`config.mk`:
```
export PLATFORM = sky130hd
export DESIGN_NAME = swrtc_top
export DESIGN_NICKNAME = d
export VERILOG_FILES = /design/src/swrtc_pkg.sv /design/src/swrtc_bit_timer.sv /design/src/swrtc_top.sv
export SDC_FILE = /design/constraint.sdc
export NUM_CORES = 1
export LEC_CHECK = 0
export BUFFER_PORTS_ARGS = -buffer_cell sky130_fd_sc_hd__buf_2
export CAP_MARGIN = 20
export CORE_MARGIN = 2
export CORE_UTILIZATION = 35
export DETAILED_ROUTE_END_ITERATION = 7
export SYNTH_ARGS = -nofsm -noshare
export SYNTH_HDL_FRONTEND = slang
export SYNTH_SLANG_ARGS = --single-unit
```
`constraint.sdc`:
```
create_clock -name clk -period 4.7 [get_ports clk]
set_clock_uncertainty 0.15 [all_clocks]
set_input_delay 0.235 -clock clk [delete_from_list [all_inputs] [get_ports clk]]
set_output_delay 0.235 -clock clk [all_outputs]
set_load 0.02 [all_outputs]
```
`src/swrtc_pkg.sv`:
```
`default_nettype none

package swrtc_pkg;

    // Register byte offsets
    localparam logic [11:0] START_WIN_OFFSET = 12'h000;
    localparam logic [11:0] DATA_WIN_OFFSET  = 12'h004;
    localparam logic [11:0] RX_CTRL_OFFSET   = 12'h008;
    localparam logic [11:0] RX_STATUS_OFFSET = 12'h00C;

    // Writable bits and reset values
    localparam logic [31:0] START_WIN_MASK  = 32'h0000_7777;
    localparam logic [31:0] DATA_WIN_MASK   = 32'h0077_7701;
    localparam logic [31:0] START_WIN_RESET = 32'h0000_0000;
    localparam logic [31:0] DATA_WIN_RESET  = 32'h0000_0000;

    // Field positions in start_bit_timing_window
    localparam int START_CYCLE_MAX_LSB = 12;
    localparam int START_CYCLE_MIN_LSB = 8;
    localparam int START_RISE_MAX_LSB  = 4;
    localparam int START_RISE_MIN_LSB  = 0;

    // Field positions in data_waveform_timing_window
    localparam int ZERO_RISE_LATEST_LSB   = 20;
    localparam int ZERO_RISE_EARLIEST_LSB = 16;
    localparam int ONE_RISE_LATEST_LSB    = 12;
    localparam int ONE_RISE_EARLIEST_LSB  = 8;
    localparam int WAVE_CHECK_EN_BIT      = 0;

    // Control and status bits
    localparam int RX_ENABLE_BIT   = 0;
    localparam int RX_BUSY_BIT     = 1;
    localparam int STAT_START_BIT  = 0;
    localparam int STAT_WAVE_BIT   = 1;
    localparam int STAT_BUSY_BIT   = 2;

    // Base times in sample periods
    localparam logic [7:0] START_CYCLE_MAX_BASE = 8'h9A;
    localparam logic [7:0] START_CYCLE_MIN_BASE = 8'h8D;
    localparam logic [7:0] START_RISE_MAX_BASE  = 8'h80;
    localparam logic [7:0] START_RISE_MIN_BASE  = 8'h73;
    localparam logic [7:0] ZERO_RISE_LATEST_BASE   = 8'h38;
    localparam logic [7:0] ZERO_RISE_EARLIEST_BASE = 8'h2B;
    localparam logic [7:0] ONE_RISE_LATEST_BASE    = 8'h1A;
    localparam logic [7:0] ONE_RISE_EARLIEST_BASE  = 8'h0D;

    localparam logic [7:0] COUNT_RESET = 8'h00;

    typedef enum logic [2:0] {
        RX_IDLE,
        RX_START_LOW,
        RX_START_HIGH,
        RX_DATA_LOW,
        RX_DATA_HIGH
    } swrtc_state_type;

endpackage

`default_nettype wire

```
`src/swrtc_bit_timer.sv`:
```
`default_nettype none

module swrtc_bit_timer #(
    parameter int CNT_W = 8
) (
    input  wire logic             clk,
    input  wire logic             rst,
    input  wire logic             sampleTick,
    input  wire logic             restart,
    output logic      [CNT_W-1:0] bitCount
);
    import swrtc_pkg::*;

    typedef struct packed {
        logic [CNT_W-1:0] count;
    } swrtc_timer_type;

    swrtc_timer_type r;
    swrtc_timer_type next_r;

    // Saturating count of fs periods since the bit start
    always_comb begin
        next_r = r;
        if (restart) begin
            next_r.count = CNT_W'(COUNT_RESET);
        end else if (sampleTick && (r.count != {CNT_W{1'b1}})) begin
            next_r.count = r.count + CNT_W'(1);
        end
    end

    always_ff @(posedge clk) begin
        if (rst) begin
            r.count <= CNT_W'(COUNT_RESET);
        end else begin
            r <= next_r;
        end
    end

    assign bitCount = r.count;

endmodule

`default_nettype wire

```
`src/swrtc_top.sv`:
```
// Notes on behaviour
// - Longest start cycle is 154 fs periods plus field at bits 14-12.
// - Shortest start cycle is 141 fs periods minus field at bits 10-8.
// - Latest start rising edge is 128 fs periods plus field at bits 6-4.
// - Earliest start rising edge is 115 fs periods minus field at bits 2-0.
// - Start bit needs both rising edge and cycle length inside their windows.
// - Latest proper zero rising edge is 56 plus field at bits 22-20.
// - Earliest proper zero rising edge is 43 minus field at bits 18-16.
// - Waveform check only while its enable bit is one; mismatch flags error.
// - One rising edge accepted from 13 minus field to 26 plus field.
// - Rising edge between one latest and zero earliest is an error.
// - No rising edge before zero latest limit is an error.
//
// The APB interface to the registers and the register offsets were decided locally.
`default_nettype none

module swrtc_top #(
    parameter int ADDR_W = 12,
    parameter int CNT_W  = 8
) (
    input  wire logic              clk,
    input  wire logic              rst,
    input  wire logic              psel,
    input  wire logic              penable,
    input  wire logic              pwrite,
    input  wire logic [ADDR_W-1:0] paddr,
    input  wire logic [31:0]       pwdata,
    output logic      [31:0]       prdata,
    output logic                   pready,
    output logic                   pslverr,
    input  wire logic              sampleTick,
    input  wire logic              lineIn,
    output logic                   startValid,
    output logic                   waveError
);
    import swrtc_pkg::*;

    typedef struct packed {
        swrtc_state_type state;
        logic            lineLast;
        logic [31:0]     startWin;
        logic [31:0]     dataWin;
        logic            rxEnable;
        logic            stickStart;
        logic            stickWave;
        logic [31:0]     prdata;
        logic            pready;
        logic            pslverr;
        logic            startValid;
        logic            waveError;
    } swrtc_regs_type;

    swrtc_regs_type r;
    swrtc_regs_type next_r;

    logic [CNT_W-1:0] bitCount;
    logic             restart;
    logic             rise;
    logic             fall;
    logic             waveEn;
    logic [7:0]       cycMax;
    logic [7:0]       cycMin;
    logic [7:0]       riseMax;
    logic [7:0]       riseMin;
    logic [7:0]       zeroMax;
    logic [7:0]       zeroMin;
    logic [7:0]       oneMax;
    logic [7:0]       oneMin;
    logic [7:0]       cnt;

    function automatic logic [7:0] addAdj(input logic [7:0] base, input logic [31:0] w,
                                          input int lsb);
        addAdj = base + {5'h00, w[lsb +: 3]};
    endfunction

    function automatic logic [7:0] subAdj(input logic [7:0] base, input logic [31:0] w,
                                          input int lsb);
        subAdj = base - {5'h00, w[lsb +: 3]};
    endfunction

    function automatic logic inWin(input logic [7:0] v, input logic [7:0] lo,
                                   input logic [7:0] hi);
        inWin = (v >= lo) && (v <= hi);
    endfunction

    function automatic logic isAddr(input logic [ADDR_W-1:0] a, input logic [11:0] off);
        isAddr = (a == ADDR_W'(off));
    endfunction

    swrtc_bit_timer #(
        .CNT_W      (CNT_W)
    ) u_timer (
        .clk        (clk),
        .rst        (rst),
        .sampleTick (sampleTick),
        .restart    (restart),
        .bitCount   (bitCount)
    );

    // Window limits from the two timing registers
    always_comb begin
        cnt     = 8'(bitCount);
        waveEn  = r.dataWin[WAVE_CHECK_EN_BIT];
        cycMax  = addAdj(START_CYCLE_MAX_BASE, r.startWin, START_CYCLE_MAX_LSB);
        cycMin  = subAdj(START_CYCLE_MIN_BASE, r.startWin, START_CYCLE_MIN_LSB);
        riseMax = addAdj(START_RISE_MAX_BASE, r.startWin, START_RISE_MAX_LSB);
        riseMin = subAdj(START_RISE_MIN_BASE, r.startWin, START_RISE_MIN_LSB);
        zeroMax = addAdj(ZERO_RISE_LATEST_BASE, r.dataWin, ZERO_RISE_LATEST_LSB);
        zeroMin = subAdj(ZERO_RISE_EARLIEST_BASE, r.dataWin, ZERO_RISE_EARLIEST_LSB);
        oneMax  = addAdj(ONE_RISE_LATEST_BASE, r.dataWin, ONE_RISE_LATEST_LSB);
        oneMin  = subAdj(ONE_RISE_EARLIEST_BASE, r.dataWin, ONE_RISE_EARLIEST_LSB);
        rise    = !r.lineLast && lineIn;
        fall    = r.lineLast && !lineIn;
    end

    always_comb begin
        logic        setup;
        logic        access;
        logic        mapped;
        logic        startEvt;
        logic        waveEvt;
        logic        wStat;
        logic [31:0] rd;
        setup    = psel && !penable;
        access   = psel && penable && r.pready;
        mapped   = isAddr(paddr, START_WIN_OFFSET) || isAddr(paddr, DATA_WIN_OFFSET)
                   || isAddr(paddr, RX_CTRL_OFFSET) || isAddr(paddr, RX_STATUS_OFFSET);
        startEvt = 1'b0;
        waveEvt  = 1'b0;
        wStat    = 1'b0;
        restart  = 1'b0;
        rd       = 32'h0000_0000;
        next_r   = r;
        next_r.lineLast = lineIn;

        // Receive sequencing
        case (r.state)
            RX_IDLE: begin
                if (fall) begin
                    next_r.state = RX_START_LOW;
                    restart      = 1'b1;
                end
            end
            RX_START_LOW: begin
                if (rise) begin
                    next_r.state = inWin(cnt, riseMin, riseMax) ? RX_START_HIGH : RX_IDLE;
                end else if (cnt > riseMax) begin
                    next_r.state = RX_IDLE;
                end
            end
            RX_START_HIGH: begin
                if (fall) begin
                    restart = 1'b1;
                    if (inWin(cnt, cycMin, cycMax)) begin
                        startEvt     = 1'b1;
                        next_r.state = RX_DATA_LOW;
                    end else begin
                        next_r.state = RX_START_LOW;
                    end
                end else if (cnt > cycMax) begin
                    next_r.state = RX_IDLE;
                end
            end
            RX_DATA_LOW: begin
                if (rise) begin
                    next_r.state = RX_DATA_HIGH;
                    waveEvt = waveEn && ((cnt < oneMin)
                              || ((cnt > oneMax) && (cnt < zeroMin))
                              || (cnt > zeroMax));
                end else if (cnt > zeroMax) begin
                    waveEvt      = waveEn;
                    next_r.state = RX_IDLE;
                end
            end
            RX_DATA_HIGH: begin
                if (fall) begin
                    next_r.state = RX_DATA_LOW;
                    restart      = 1'b1;
                end else if (cnt > cycMax) begin
                    next_r.state = RX_IDLE;
                end
            end
            default: begin
                next_r.state = RX_IDLE;
            end
        endcase
        if (!r.rxEnable) begin
            next_r.state = RX_IDLE;
            startEvt     = 1'b0;
            waveEvt      = 1'b0;
        end
        next_r.startValid = startEvt;
        next_r.waveError  = waveEvt;

        // APB slave, answers in the first access cycle
        next_r.pready  = setup;
        next_r.pslverr = setup && !mapped;
        if (isAddr(paddr, START_WIN_OFFSET)) begin
            rd = r.startWin;
        end else if (isAddr(paddr, DATA_WIN_OFFSET)) begin
            rd = r.dataWin;
        end else if (isAddr(paddr, RX_CTRL_OFFSET)) begin
            rd[RX_ENABLE_BIT] = r.rxEnable;
            rd[RX_BUSY_BIT]   = (r.state != RX_IDLE);
        end else if (isAddr(paddr, RX_STATUS_OFFSET)) begin
            rd[STAT_START_BIT] = r.stickStart;
            rd[STAT_WAVE_BIT]  = r.stickWave;
            rd[STAT_BUSY_BIT]  = (r.state != RX_IDLE);
        end
        if (setup && !pwrite) begin
            next_r.prdata = rd;
        end
        if (access && pwrite) begin
            if (isAddr(paddr, START_WIN_OFFSET)) begin
                next_r.startWin = pwdata & START_WIN_MASK;
            end else if (isAddr(paddr, DATA_WIN_OFFSET)) begin
                next_r.dataWin = pwdata & DATA_WIN_MASK;
            end else if (isAddr(paddr, RX_CTRL_OFFSET)) begin
                next_r.rxEnable = pwdata[RX_ENABLE_BIT];
            end else if (isAddr(paddr, RX_STATUS_OFFSET)) begin
                wStat = 1'b1;
            end
        end

        // Sticky flags, write one to clear, a new event wins
        next_r.stickStart = (r.stickStart && !(wStat && pwdata[STAT_START_BIT])) || startEvt;
        next_r.stickWave  = (r.stickWave && !(wStat && pwdata[STAT_WAVE_BIT])) || waveEvt;
    end

    always_ff @(posedge clk) begin
        if (rst) begin
            r.state      <= RX_IDLE;
            r.lineLast   <= 1'b1;
            r.startWin   <= START_WIN_RESET;
            r.dataWin    <= DATA_WIN_RESET;
            r.rxEnable   <= 1'b0;
            r.stickStart <= 1'b0;
            r.stickWave  <= 1'b0;
            r.prdata     <= 32'h0000_0000;
            r.pready     <= 1'b0;
            r.pslverr    <= 1'b0;
            r.startValid <= 1'b0;
            r.waveError  <= 1'b0;
        end else begin
            r <= next_r;
        end
    end

    assign prdata     = r.prdata;
    assign pready     = r.pready;
    assign pslverr    = r.pslverr;
    assign startValid = r.startValid;
    assign waveError  = r.waveError;
endmodule

`default_nettype wire

```
==> results of run 1 <==
-- final timing paths --
path | startpoint | end | slack [ps] | cells past startpoint
max | u_timer.bitCount[2] | r[36] | 2020 | 7
min | pwdata[1] | r[72] | 10 | 3
max reg2reg | u_timer.bitCount[2] | r[36] | 2020 | 7
min reg2reg | prdata[4] | prdata[4] | 300 | 2
-- cell families (layout without fill, tap and decap cells) --
group                    after synthesis  in the layout
AND/OR/NAND/NOR                      160            160
XOR/XNOR                               8              8
adder cells (fa/ha/maj)               38             38
multiplexers                          15             15
AO/OA/AOI/OAI                         86             86
other                                  1             14
buffers and inverters                 71            111
flip-flops                            62             62
-- worst reg2reg max path, stage by stage, from the launching register on --
cell and delay, ps:
sky130_fd_sc_hd__dfxtp_1 680, sky130_fd_sc_hd__ha_1 370, sky130_fd_sc_hd__a21oi_1 130, sky130_fd_sc_hd__o21ai_0 100
sky130_fd_sc_hd__a211oi_1 530, sky130_fd_sc_hd__o41ai_1 180, sky130_fd_sc_hd__o21a_1 250, sky130_fd_sc_hd__a31o_1 190
-- synthesized netlist by cell type (3+ instances only) --
cell | instances | area, sq um
sky130_fd_sc_hd__xor2_1 | 7 | 61.31
sky130_fd_sc_hd__a31oi_1 | 5 | 31.28
sky130_fd_sc_hd__dfxtp_1 | 62 | 1241
sky130_fd_sc_hd__inv_1 | 18 | 67.56
sky130_fd_sc_hd__ha_1 | 38 | 475.5
sky130_fd_sc_hd__nor3_1 | 12 | 60.06
sky130_fd_sc_hd__nand4_1 | 5 | 31.28
sky130_fd_sc_hd__buf_4 | 33 | 247.7
sky130_fd_sc_hd__a211oi_1 | 3 | 22.52
sky130_fd_sc_hd__a21oi_1 | 40 | 200.2
sky130_fd_sc_hd__o21a_1 | 4 | 30.03
sky130_fd_sc_hd__and2_1 | 3 | 18.77
sky130_fd_sc_hd__clkbuf_1 | 18 | 67.56
sky130_fd_sc_hd__mux2i_1 | 14 | 140.1
sky130_fd_sc_hd__nand3_1 | 18 | 90.09
sky130_fd_sc_hd__nand2b_1 | 5 | 31.28
sky130_fd_sc_hd__nand2_1 | 53 | 198.9
sky130_fd_sc_hd__nor2_1 | 39 | 146.4
sky130_fd_sc_hd__a221oi_1 | 6 | 52.55
sky130_fd_sc_hd__o21ai_0 | 10 | 50.05
sky130_fd_sc_hd__nor2b_1 | 7 | 43.79
-- state kept, by name, summed over array words and instances, names as in the netlist --
| name | count |
|---|---|
| pslverr | 1 |
| prdata | 18 |
| pready | 1 |
| startValid | 1 |
| r | 32 |
| waveError | 1 |
| u_timer.bitCount | 8 |
-- placed cells by master (no fill, tap or decap), types with 17 or more instances in the layout --
cell and count:
sky130_fd_sc_hd__buf_2 58, sky130_fd_sc_hd__inv_1 18, sky130_fd_sc_hd__nand3_1 18, sky130_fd_sc_hd__ha_1 38, sky130_fd_sc_hd__dfxtp_1 62, sky130_fd_sc_hd__nor2_1 39
sky130_fd_sc_hd__a21oi_1 40, sky130_fd_sc_hd__nand2_1 53, sky130_fd_sc_hd__dlygate4sd3_1 17
-- final cells by class --
| cell class | instances | area share (%) |
|---|---|---|
| Sequential cell | 62 | 29.27 |
| Tap cell | 136 | 4.013 |
| Clock inverter | 3 | 0.4131 |
| Multi-Input combinational cell | 321 | 49.42 |
| Inverter | 18 | 1.593 |
| Clock buffer | 13 | 3.983 |
| Timing Repair Buffer | 77 | 11.30 |
-- per-stage QoR --
stage               hold WS, ps  utilization [%]  setup WS [ps]   power, W
floorplan                 191.6                -           2572  0.0006044
global placement          288.6            37.61           1844  0.0006197
detailed placement        291.5            37.61           1814  0.0006214
CTS                      0.1600            41.08           2028   0.001075
global route              14.46            41.26           1785   0.001107
finish                    12.49            41.26           2021   0.001060
-- power by group --
group | switching [W] | internal, W | leakage [nW]
combinational | 0.0000504 | 0.0000358 | 1.18
sequential | 0.00000406 | 0.000530 | 0.501
clock | 0.000207 | 0.000233 | 0.0954
-- routing by layer --
metal  up-vias  share of wire [%]  GRT usage, %  routed length, um
met3         6                4.1         3.100                345
met2        70                 48         25.48               4053
met5         -                  0             0                  0
met1      1489                 47         20.72               3967
met4         0               0.90         4.453                 76
li1       1587                  -             -                  -
-- timing repair --
| action | 4_1_cts | 5_1_grt |
|---|---|---|
| hold endpoints to repair | 17 | 0 |
| hold buffers | 17 | 0 |
| endpoints found under the setup margin | 0 | 0 |
| buffers inserted | 0 | 0 |
==> results.sh, run 1 <==
export IMPL_status="finished clean"
export IMPL_timing_critical_path_cells="ha_1 -> a21oi_1 -> o21ai_0 -> a211oi_1 -> o41ai_1 -> o21a_1 -> a31o_1"
export IMPL_post_dp_cell_area_sq_um=3865
export IMPL_route_antenna_remaining_nets=0
export IMPL_fin_crit_sh_pct=57.00
export IMPL_finish_cell_count_without_fillers=630
export IMPL_drt_iter0_markers=133
export IMPL_worstPathArrival_ps=2760
export IMPL_max_cap_viol_count=0
export IMPL_post_route_cells_drive_above_1_share_pct=17.41
export IMPL_ctsResizeCount=0
export IMPL_worst_skew_pair_latency_ps=340
export IMPL_grt_start_max_net_pins=49
export IMPL_placedCellCount=595
export IMPL_worstSetupEndpointType="flop"
export IMPL_clock_tree_root_cell="sky130_fd_sc_hd__clkbuf_8"
export IMPL_cellPowerDensity_nw_per_um2=250.0
export IMPL_fp_coreArea_sq_um=10280
export IMPL_grt_total_usage_pct=15.53
export IMPL_grt_pass1_vias=2981
export IMPL_critical_path_peak_fanout=12
export IMPL_post_synthesis_cell_area_sq_um=3687
export IMPL_cts_tree="yes"
export IMPL_cts_root_to_sink_buffers=2
export IMPL_yosys_area_share_xor_xnor_pct=1.900
export IMPL_initial_utilization_pct=35.88
export IMPL_syn2layout_area_growth_pct=15.00
export IMPL_synth_async_sr_flop_share_pct=0
export IMPL_wirelength_um=8442
export IMPL_ioPinCount=87
export IMPL_startpoint_type="flop"
export IMPL_rsz0062_at_grt="false"
export IMPL_grt_first_pass_wirelength_um=14170
export IMPL_synthSimpleGateAreaFrac_pct=21.48
export IMPL_synth_lib_cells_used_distinct=54
export IMPL_drt_wirelength_per_cell_um=13.40
export IMPL_drc_errors=0
export IMPL_ys_warn_count=0
export IMPL_worst_pin_slew_ps=899.6
export IMPL_grt_antenna_before_repair=0
export IMPL_placementRows=37
export IMPL_fin_crit_ps=2679
export IMPL_fmax_mhz=373.3
export IMPL_route_vias_total=3152
export IMPL_nFillCells=1061
export IMPL_worstSetupPathType="reg2reg"
export IMPL_post_synth_fa_ha_maj_area_fraction_pct=12.89
export IMPL_postSynthAreaPerCell_sq_um=8.361
export IMPL_max_vdd_ir_drop_v=0.0001249
export IMPL_final_seq_area_sq_um=1241
export IMPL_multi_input_comb_area_sq_um=2096
export IMPL_ys_dominant_reg_cell="sky130_fd_sc_hd__dfxtp_1"
export IMPL_global_route_overflow_total=0
export IMPL_critPathTopFamily="compound AO/OA/AOI/OAI gates"
export IMPL_cp_max_stage_delay_ps=680
export IMPL_hold_path_class="in2reg"
export IMPL_firstDrtPassIters=4
export IMPL_gp_congestion=0.8442
export IMPL_power_leakage_nw=1.774
export IMPL_worstPathRequired_ps=4780
export IMPL_fin_setup_tns_ps=0
export IMPL_slew_limit_headroom_pct=39.76
export IMPL_clock_sink_count=62
export IMPL_ctsHtreeMaxLevel=3
export IMPL_synth_area_in_compound_gates_pct=14.73
export IMPL_critical_path_buf_inv_count=0
export IMPL_yosys_mux_area_fraction_pct=4.411
export IMPL_diodes_inserted=0
export IMPL_floorplan_die_width_um=106.6
export IMPL_dp_final_hpwl_um=6163
export IMPL_hold_violations=0
export IMPL_layout_nets=578
export IMPL_synth_enable_flop_cells=0
export IMPL_final_design_area_no_fill_sq_um=4240
export IMPL_post_drt_via_cell_ratio=5.003
export IMPL_synthCells=441
export IMPL_maxSlewViolCount=0
export IMPL_buffer_ports_inserted=58
export IMPL_die_area_sq_um=11370
export IMPL_yosysSeqAreaShare_pct=33.66
export IMPL_report_final_setup_viol=0
export IMPL_main_combinational_cell_family_by_area_after_synthesis="simple AND/OR/NAND/NOR gates"
export IMPL_critPathSlowestCell="sky130_fd_sc_hd__dfxtp_1"
export IMPL_ys_ff_latch=62
export IMPL_cts_inserted_buffers=9
export IMPL_die_height_um=106.6
export IMPL_clk_pin_slew_worst_paths_ps=70
(Power assumes the default switching activity.)
==> run 2: changes to the inputs <==
ABC_AREA = 1   (was unset)
clock period = 2.7 ns   (was 4.7 ns; I/O delays follow)
==> run 2 against run 1 <==
Flip-flop and latch count stayed put. Utilization is 0.47 points higher. Combinational power is 110% higher. First-iteration DRC count is 35% higher. Setup slack worse by 1400 ps. Highest routed layer unchanged. Final area is 7.1% higher. Via count is 8.0% higher. Sequential power is 75% higher. Sequential share of layout area is 2.0 points lower. Register-to-register slack worse by 1400 ps. Critical path type is now in2reg. Non-clock buffer count is 10 higher. Largest power group unchanged.
==> results.sh, run 2 <==
export IMPL_status="finished clean"
export IMPL_grt_pass1_vias=3320
export IMPL_clock_sink_count=62
export IMPL_most_common_layout_cells="77 x sky130_fd_sc_hd__nand2_1, 72 x sky130_fd_sc_hd__inv_1, 62 x sky130_fd_sc_hd__dfxtp_1"
export IMPL_hold_path_class="in2reg"
export IMPL_max_vdd_ir_drop_v=0.0003198
export IMPL_post_route_cells_drive_above_1_share_pct=20.24
export IMPL_ys_dominant_reg_cell="sky130_fd_sc_hd__dfxtp_1"
export IMPL_clock_tree_root_cell="sky130_fd_sc_hd__clkbuf_8"
export IMPL_grt_antenna_before_repair=0
export IMPL_post_synth_top_area_cell="sky130_fd_sc_hd__dfxtp_1"
export IMPL_ctsResizeCount=0
export IMPL_ff2ff_path_depth=14
export IMPL_rr_endpoint="r[105]"
export IMPL_post_dp_cell_area_sq_um=4125
export IMPL_maxSlewViolCount=0
export IMPL_cp_max_stage_delay_ps=560
export IMPL_layout_nets=662
export IMPL_worstSetupEndpointType="flop"
export IMPL_worst_pin_slew_ps=547.9
export IMPL_drt_iter0_markers=179
export IMPL_fin_crit_sh_pct=77.60
export IMPL_dp_final_hpwl_um=6764
export IMPL_buffer_ports_inserted=58
export IMPL_syn2layout_area_growth_pct=15.97
export IMPL_clk_pin_slew_worst_paths_ps=70
export IMPL_fmax_mhz=477.3
export IMPL_fin_setup_tns_ps=0
export IMPL_route_antenna_remaining_nets=0
export IMPL_synth_top_cells_by_area="sky130_fd_sc_hd__dfxtp_1 32%, sky130_fd_sc_hd__ha_1 12%, sky130_fd_sc_hd__nand2_1 7.4%"
export IMPL_slew_limit_headroom_pct=63.43
export IMPL_cts_tree="yes"
export IMPL_global_route_overflow_total=0
export IMPL_route_vias_total=3404
export IMPL_ys_ff_latch=62
export IMPL_fin_crit_ps=2095
export IMPL_startpoint_type="input port"
export IMPL_report_final_setup_viol=0
export IMPL_yosysSeqAreaShare_pct=31.68
export IMPL_post_synthesis_cell_area_sq_um=3918
export IMPL_finish_cell_count_without_fillers=718
export IMPL_synth_lib_cells_used_distinct=47
export IMPL_worst_hold_slack_ps=131.2
export IMPL_grt_total_usage_pct=16.09
export IMPL_rsz0062_at_grt="false"
export IMPL_cts_inserted_buffers=9
export IMPL_placedCellCount=677
export IMPL_grt_start_max_net_pins=29
export IMPL_placementRows=38
export IMPL_layout_commonest_cell="sky130_fd_sc_hd__nand2_1"
export IMPL_post_synth_most_frequent_cells="77 x sky130_fd_sc_hd__nand2_1, 72 x sky130_fd_sc_hd__inv_1, 62 x sky130_fd_sc_hd__dfxtp_1, 38 x sky130_fd_sc_hd__ha_1, 36 x sky130_fd_sc_hd__a21oi_1"
export IMPL_wirelength_um=9004
export IMPL_worstSetupPathType="in2reg"
export IMPL_worstPathRequired_ps=2780
export IMPL_largest_register_ffs=32
export IMPL_post_drt_via_cell_ratio=4.741
export IMPL_die_area_sq_um=12050
export IMPL_ctsHtreeMaxLevel=3
export IMPL_reg2reg_from="u_timer.bitCount[1]"
export IMPL_worst_skew_pair_latency_ps=350
export IMPL_final_design_area_no_fill_sq_um=4543
export IMPL_drt_wirelength_per_cell_um=12.54
export IMPL_grt_first_pass_wirelength_um=15220
export IMPL_critical_path_peak_fanout=22
export IMPL_worstPathArrival_ps=2180
export IMPL_hold_violations=0
export IMPL_synthCells=509
export IMPL_most_frequent_cell_after_synthesis="sky130_fd_sc_hd__nand2_1"
export IMPL_power_leakage_nw=2.170
export IMPL_drc_errors=0
export IMPL_worst_case_hold_path_end_point="r[36]"
export IMPL_gp_congestion=0.8487
export IMPL_critPathSlowestCell="sky130_fd_sc_hd__dlygate4sd3_1"
export IMPL_multi_input_comb_area_sq_um=2091
export IMPL_floorplan_die_width_um=109.8
export IMPL_ys_warn_count=0
export IMPL_postSynthAreaPerCell_sq_um=7.696
export IMPL_cellPowerDensity_nw_per_um2=404.4
export IMPL_timing_hold_worst_path_depth=7
export IMPL_timing_critical_path_cells="dlygate4sd3_1 -> buf_2 -> nand4_1 -> inv_1 -> nand2_4 -> nand2_1 -> a21oi_1 -> dlygate4sd3_1"
export IMPL_yosysTopAreaCellShare_pct=31.68
export IMPL_nFillCells=1072
export IMPL_max_cap_viol_count=0
export IMPL_top_register="r"
export IMPL_synth_async_sr_flop_share_pct=0
export IMPL_ff2ff_setup_slack_ps=620
export IMPL_firstDrtPassIters=4
export IMPL_worstHoldStart="paddr[8]"
export IMPL_die_height_um=109.8
export IMPL_initial_utilization_pct=35.98
export IMPL_ioPinCount=87
export IMPL_diodes_inserted=0
export IMPL_synth_enable_flop_cells=0
export IMPL_cts_root_to_sink_buffers=2
export IMPL_final_seq_area_sq_um=1241
export IMPL_timing_critical_path_mode_cell="sky130_fd_sc_hd__dlygate4sd3_1"
export IMPL_fp_coreArea_sq_um=10890
## run 2: final cells by class
class                           instances  share of cell area [%]
Tap cell                              140                   3.856
Sequential cell                        62                   27.32
Timing Repair Buffer                   87                   12.56
Clock inverter                          4                  0.4957
Multi-Input combinational cell        335                   46.02
Clock buffer                           12                   3.195
Inverter                               78                   6.555
## run 2: report_power, final
| part | switching, W | total (W) | internal (W) |
|---|---|---|---|
| sequential | 0.00000781 | 0.000934 | 0.000926 |
| combinational | 0.000110 | 0.000185 | 0.0000751 |
| clock | 0.000365 | 0.000718 | 0.000354 |
## run 2: per-stage QoR
step / worst slack, ps / power, W / utilization [%]
finish: 604.7 / 0.001837 / 41.73
global route: 399.1 / 0.001910 / 41.73
CTS: 596.8 / 0.001859 / 41.73
detailed placement: 612.5 / 0.001114 / 37.89
global placement: 640.1 / 0.001111 / 37.89
floorplan: 912.0 / 0.001079 / -
## run 2: per-layer routing
layer  routed length [um]  share of wire [%]  global-route usage, %  vias up
li1                     -                  -                      -     1786
met1                 4097                 46                  20.31     1533
met2                 4391                 49                  27.30       75
met3                  397                4.4                  2.786       10
met4                  118                1.3                  5.967        0
met5                    0                  0                      0        -
## run 2: worst max-delay path: cells and delay by family
kind | cells | cell delay [ps]
buf+inv | 4 | 1440
compound gates | 1 | 60
simple gates | 3 | 530
## run 2: repair_timing
item                                   4_1_cts  5_1_grt
hold buffers                                25        0
buffers inserted                             0        0
setup endpoints to repair                    0        0
endpoints found under the hold margin       36        0
## run 2: kinds of logic after synthesis
group,after synthesis,share of synthesized area (%)
compound gates,117,18.81
xor+xnor,2,0.4472
fa+ha+maj,38,12.14
buf+inv,125,16.26
flops,62,31.68
other cells,1,0.09572
simple gates,164,20.57
## run 2: how the worst max path moves through the flow
| stage | start | end | slack (ps) | cells past startpoint |
|---|---|---|---|---|
| 2_1_floorplan | r[84] | r[105] | 910 | 16 |
| 3_3_place_gp | u_timer.bitCount[3] | r[105] | 640 | 10 |
| 3_5_place_dp | u_timer.bitCount[1] | r[105] | 610 | 14 |
| 4_1_cts | u_timer.bitCount[1] | r[105] | 600 | 14 |
| 5_1_grt | u_timer.bitCount[1] | r[105] | 400 | 14 |
| 6_report | psel | r[75] | 600 | 8 |
==> run 3: changes to the inputs <==
ABC_AREA = 0   (was 1)
clock period = 2 ns   (was 2.7 ns; I/O delays follow)
==> run 3 against run 2 <==
The flow now finishes with violations (setup timing). Via count is 1.5% lower. Sequential power is 34% higher. Non-clock buffer count is 30 higher. Setup slack worse by 670 ps. Hold slack worse by 50 ps. Sequential share of layout area is 1.1 points lower. Critical path depth is 1 higher. Utilization is 5.0 points higher. Critical endpoint is now r[106]. Largest cell class unchanged. Highest routed layer unchanged.
==> results.sh, run 3 (synthesis gave the netlist of run 1 again) <==
export IMPL_buffer_ports_inserted=58
export IMPL_worstPathArrival_ps=2200
export IMPL_fin_setup_tns_ps=-196.0
export IMPL_worst_pin_slew_ps=561.7
export IMPL_grt_first_pass_wirelength_um=15310
export IMPL_fin_crit_sh_pct=103.4
export IMPL_hold_path_class="in2reg"
export IMPL_max_cap_viol_count=0
export IMPL_worst_hold_slack_ps=81.40
export IMPL_startpoint_type="flop"
export IMPL_drc_errors=0
export IMPL_most_common_layout_cells="58 x sky130_fd_sc_hd__buf_2, 53 x sky130_fd_sc_hd__nand2_1, 53 x sky130_fd_sc_hd__dfxtp_1"
export IMPL_ioPinCount=87
export IMPL_power_frac_seq_pct=47.7
export IMPL_status="finished, violations left"
export IMPL_maxSlewViolCount=0
export IMPL_fp_coreArea_sq_um=10280
export IMPL_global_route_overflow_total=0
export IMPL_hold_violations=0
export IMPL_internal_power_w=0.001985
export IMPL_cellPowerDensity_nw_per_um2=545.2
export IMPL_violated_checks="setup timing"
export IMPL_grt_pass1_vias=3297
export IMPL_layout_commonest_cell="sky130_fd_sc_hd__buf_2"
export IMPL_report_final_setup_viol=3
export IMPL_post_route_cells_drive_above_1_share_pct=28.65
export IMPL_switching_share_pct=24.11
export IMPL_layout_nets=618
export IMPL_largest_register_ffs=32
export IMPL_diodes_inserted=0
export IMPL_route_vias_total=3354
export IMPL_fmax_mhz=483.5
export IMPL_cts_tree="yes"
export IMPL_grt_antenna_before_repair=0
export IMPL_worst_skew_pair_latency_ps=340
export IMPL_nFillCells=1026
export IMPL_placedCellCount=631
export IMPL_slew_limit_headroom_pct=62.55
export IMPL_power_switching_w=0.0006308
export IMPL_finish_cell_count_without_fillers=670
export IMPL_reg2reg_from="r[85]"
export IMPL_drt_iter0_markers=208
export IMPL_dp_final_hpwl_um=6675
export IMPL_gp_congestion=0.8136
export IMPL_ff2ff_path_depth=9
export IMPL_power_leakage_nw=2.004
export IMPL_cp_endpoint="r[106]"
export IMPL_ctsHtreeMaxLevel=3
export IMPL_share_clk_of_total_power_pct=43.5
export IMPL_die_height_um=106.6
export IMPL_clock_sink_count=62
export IMPL_max_vdd_ir_drop_v=0.0003661
export IMPL_drt_wirelength_per_cell_um=13.91
export IMPL_crit_start="r[85]"
export IMPL_fin_crit_ps=2068
export IMPL_clk_pin_slew_worst_paths_ps=70
export IMPL_grt_total_usage_pct=16.72
export IMPL_initial_utilization_pct=35.88
export IMPL_syn2layout_area_growth_pct=30.13
export IMPL_dpl_worst_slack_ps=-121.8
export IMPL_firstDrtPassIters=4
export IMPL_final_critical_path_setup_slack_ps=-68.38
export IMPL_critical_path_peak_fanout=2
export IMPL_post_drt_via_cell_ratio=5.006
export IMPL_die_area_sq_um=11370
export IMPL_cts_root_to_sink_buffers=2
export IMPL_power_frac_comb_pct=8.8
export IMPL_worstPathRequired_ps=2130
export IMPL_rr_endpoint="r[106]"
export IMPL_top_register="r"
export IMPL_ff2ff_setup_slack_ps=-70
export IMPL_wirelength_um=9319
export IMPL_worstSetupPathType="reg2reg"
export IMPL_route_antenna_remaining_nets=0
export IMPL_grt_start_max_net_pins=48
export IMPL_rsz0062_at_grt="true"
export IMPL_worstSetupEndpointType="flop"
export IMPL_floorplan_die_width_um=106.6
export IMPL_placementRows=37
export IMPL_clock_tree_root_cell="sky130_fd_sc_hd__clkbuf_8"
export IMPL_cts_inserted_buffers=9
==> run 3: cell types whose count changed in the layout (fill, tap and decap cells not counted), moves of 11 or more <==
cell / change
sky130_fd_sc_hd__ha_1: -11
sky130_fd_sc_hd__o21ai_0: -15
sky130_fd_sc_hd__a21oi_2: -12
sky130_fd_sc_hd__nand2_1: -24
sky130_fd_sc_hd__buf_4: +31
sky130_fd_sc_hd__inv_1: -56
sky130_fd_sc_hd__nor2_1: +13
sky130_fd_sc_hd__mux2i_1: +14
==> run 3: layout make-up <==
type | instances | area, sq um | area share [%]
Sequential cell | 62 | 1257 | 26.21
Inverter | 18 | 67.56 | 1.408
Tap cell | 136 | 170.2 | 3.546
Multi-Input combinational cell | 321 | 2288 | 47.69
Clock buffer | 13 | 158.9 | 3.312
Clock inverter | 3 | 42.54 | 0.8866
Timing Repair Buffer | 117 | 813.3 | 16.95
==> run 3: worst max-delay path, stage by stage, from the launching register on <==
cell and delay, ps:
sky130_fd_sc_hd__dfxtp_2 330, sky130_fd_sc_hd__ha_4 260, sky130_fd_sc_hd__inv_2 40, sky130_fd_sc_hd__ha_4 250
sky130_fd_sc_hd__nand4_1 100, sky130_fd_sc_hd__o211a_1 240, sky130_fd_sc_hd__a211oi_2 250, sky130_fd_sc_hd__buf_4 180
sky130_fd_sc_hd__a31oi_4 80, sky130_fd_sc_hd__nor2b_2 120
==> run 3: what timing repair did <==
action,4_1_cts,5_1_grt
hold buffers,22,0
resized for setup,21,16
pin swaps,11,8
hold endpoints to repair,33,0
buffers inserted,1,1
endpoints found under the setup margin,7,7
==> run 3: power by group through the flow <==
| stage | combinational [W] | clock [W] | sequential [W] |
|---|---|---|---|
| 6_report | 0.000230 | 0.00114 | 0.00125 |
| 5_1_grt | 0.000254 | 0.00122 | 0.00125 |
| 4_1_cts | 0.000228 | 0.00117 | 0.00125 |
| 3_5_place_dp | 0.000194 | 0 | 0.00128 |
| 3_3_place_gp | 0.000189 | 0 | 0.00128 |
| 2_1_floorplan | 0.000139 | 0 | 0.00128 |
==> run 3: worst min-delay path by stage <==
stage	cells past startpoint	from	to	slack, ps
floorplan	1	lineIn	r[103]	60
global placement	3	pwdata[6]	r[77]	190
detailed placement	3	pwdata[20]	r[59]	200
CTS	4	paddr[10]	pslverr	80
global route	4	paddr[10]	pslverr	110
finish	4	paddr[10]	pslverr	80
==> run 3: per-stage QoR <==
stage               util (%)  power (W)  area (sq um)
floorplan                  -   0.001420          3747
global placement       40.59   0.001468          4172
finish                 46.69   0.002616          4798
detailed placement     40.59   0.001472          4172
global route           46.69   0.002719          4798
CTS                    45.75   0.002647          4702
==> run 3: layer usage <==
metal / GRT usage [%] / wire length, um / vias up / share of wire (%)
met4: 4.731 / 121 / 0 / 1.3
met3: 3.830 / 413 / 9 / 4.4
met2: 28.62 / 4608 / 79 / 49
met5: 0 / 0 / - / 0
met1: 21.03 / 4177 / 1596 / 45
li1: - / - / 1670 / -
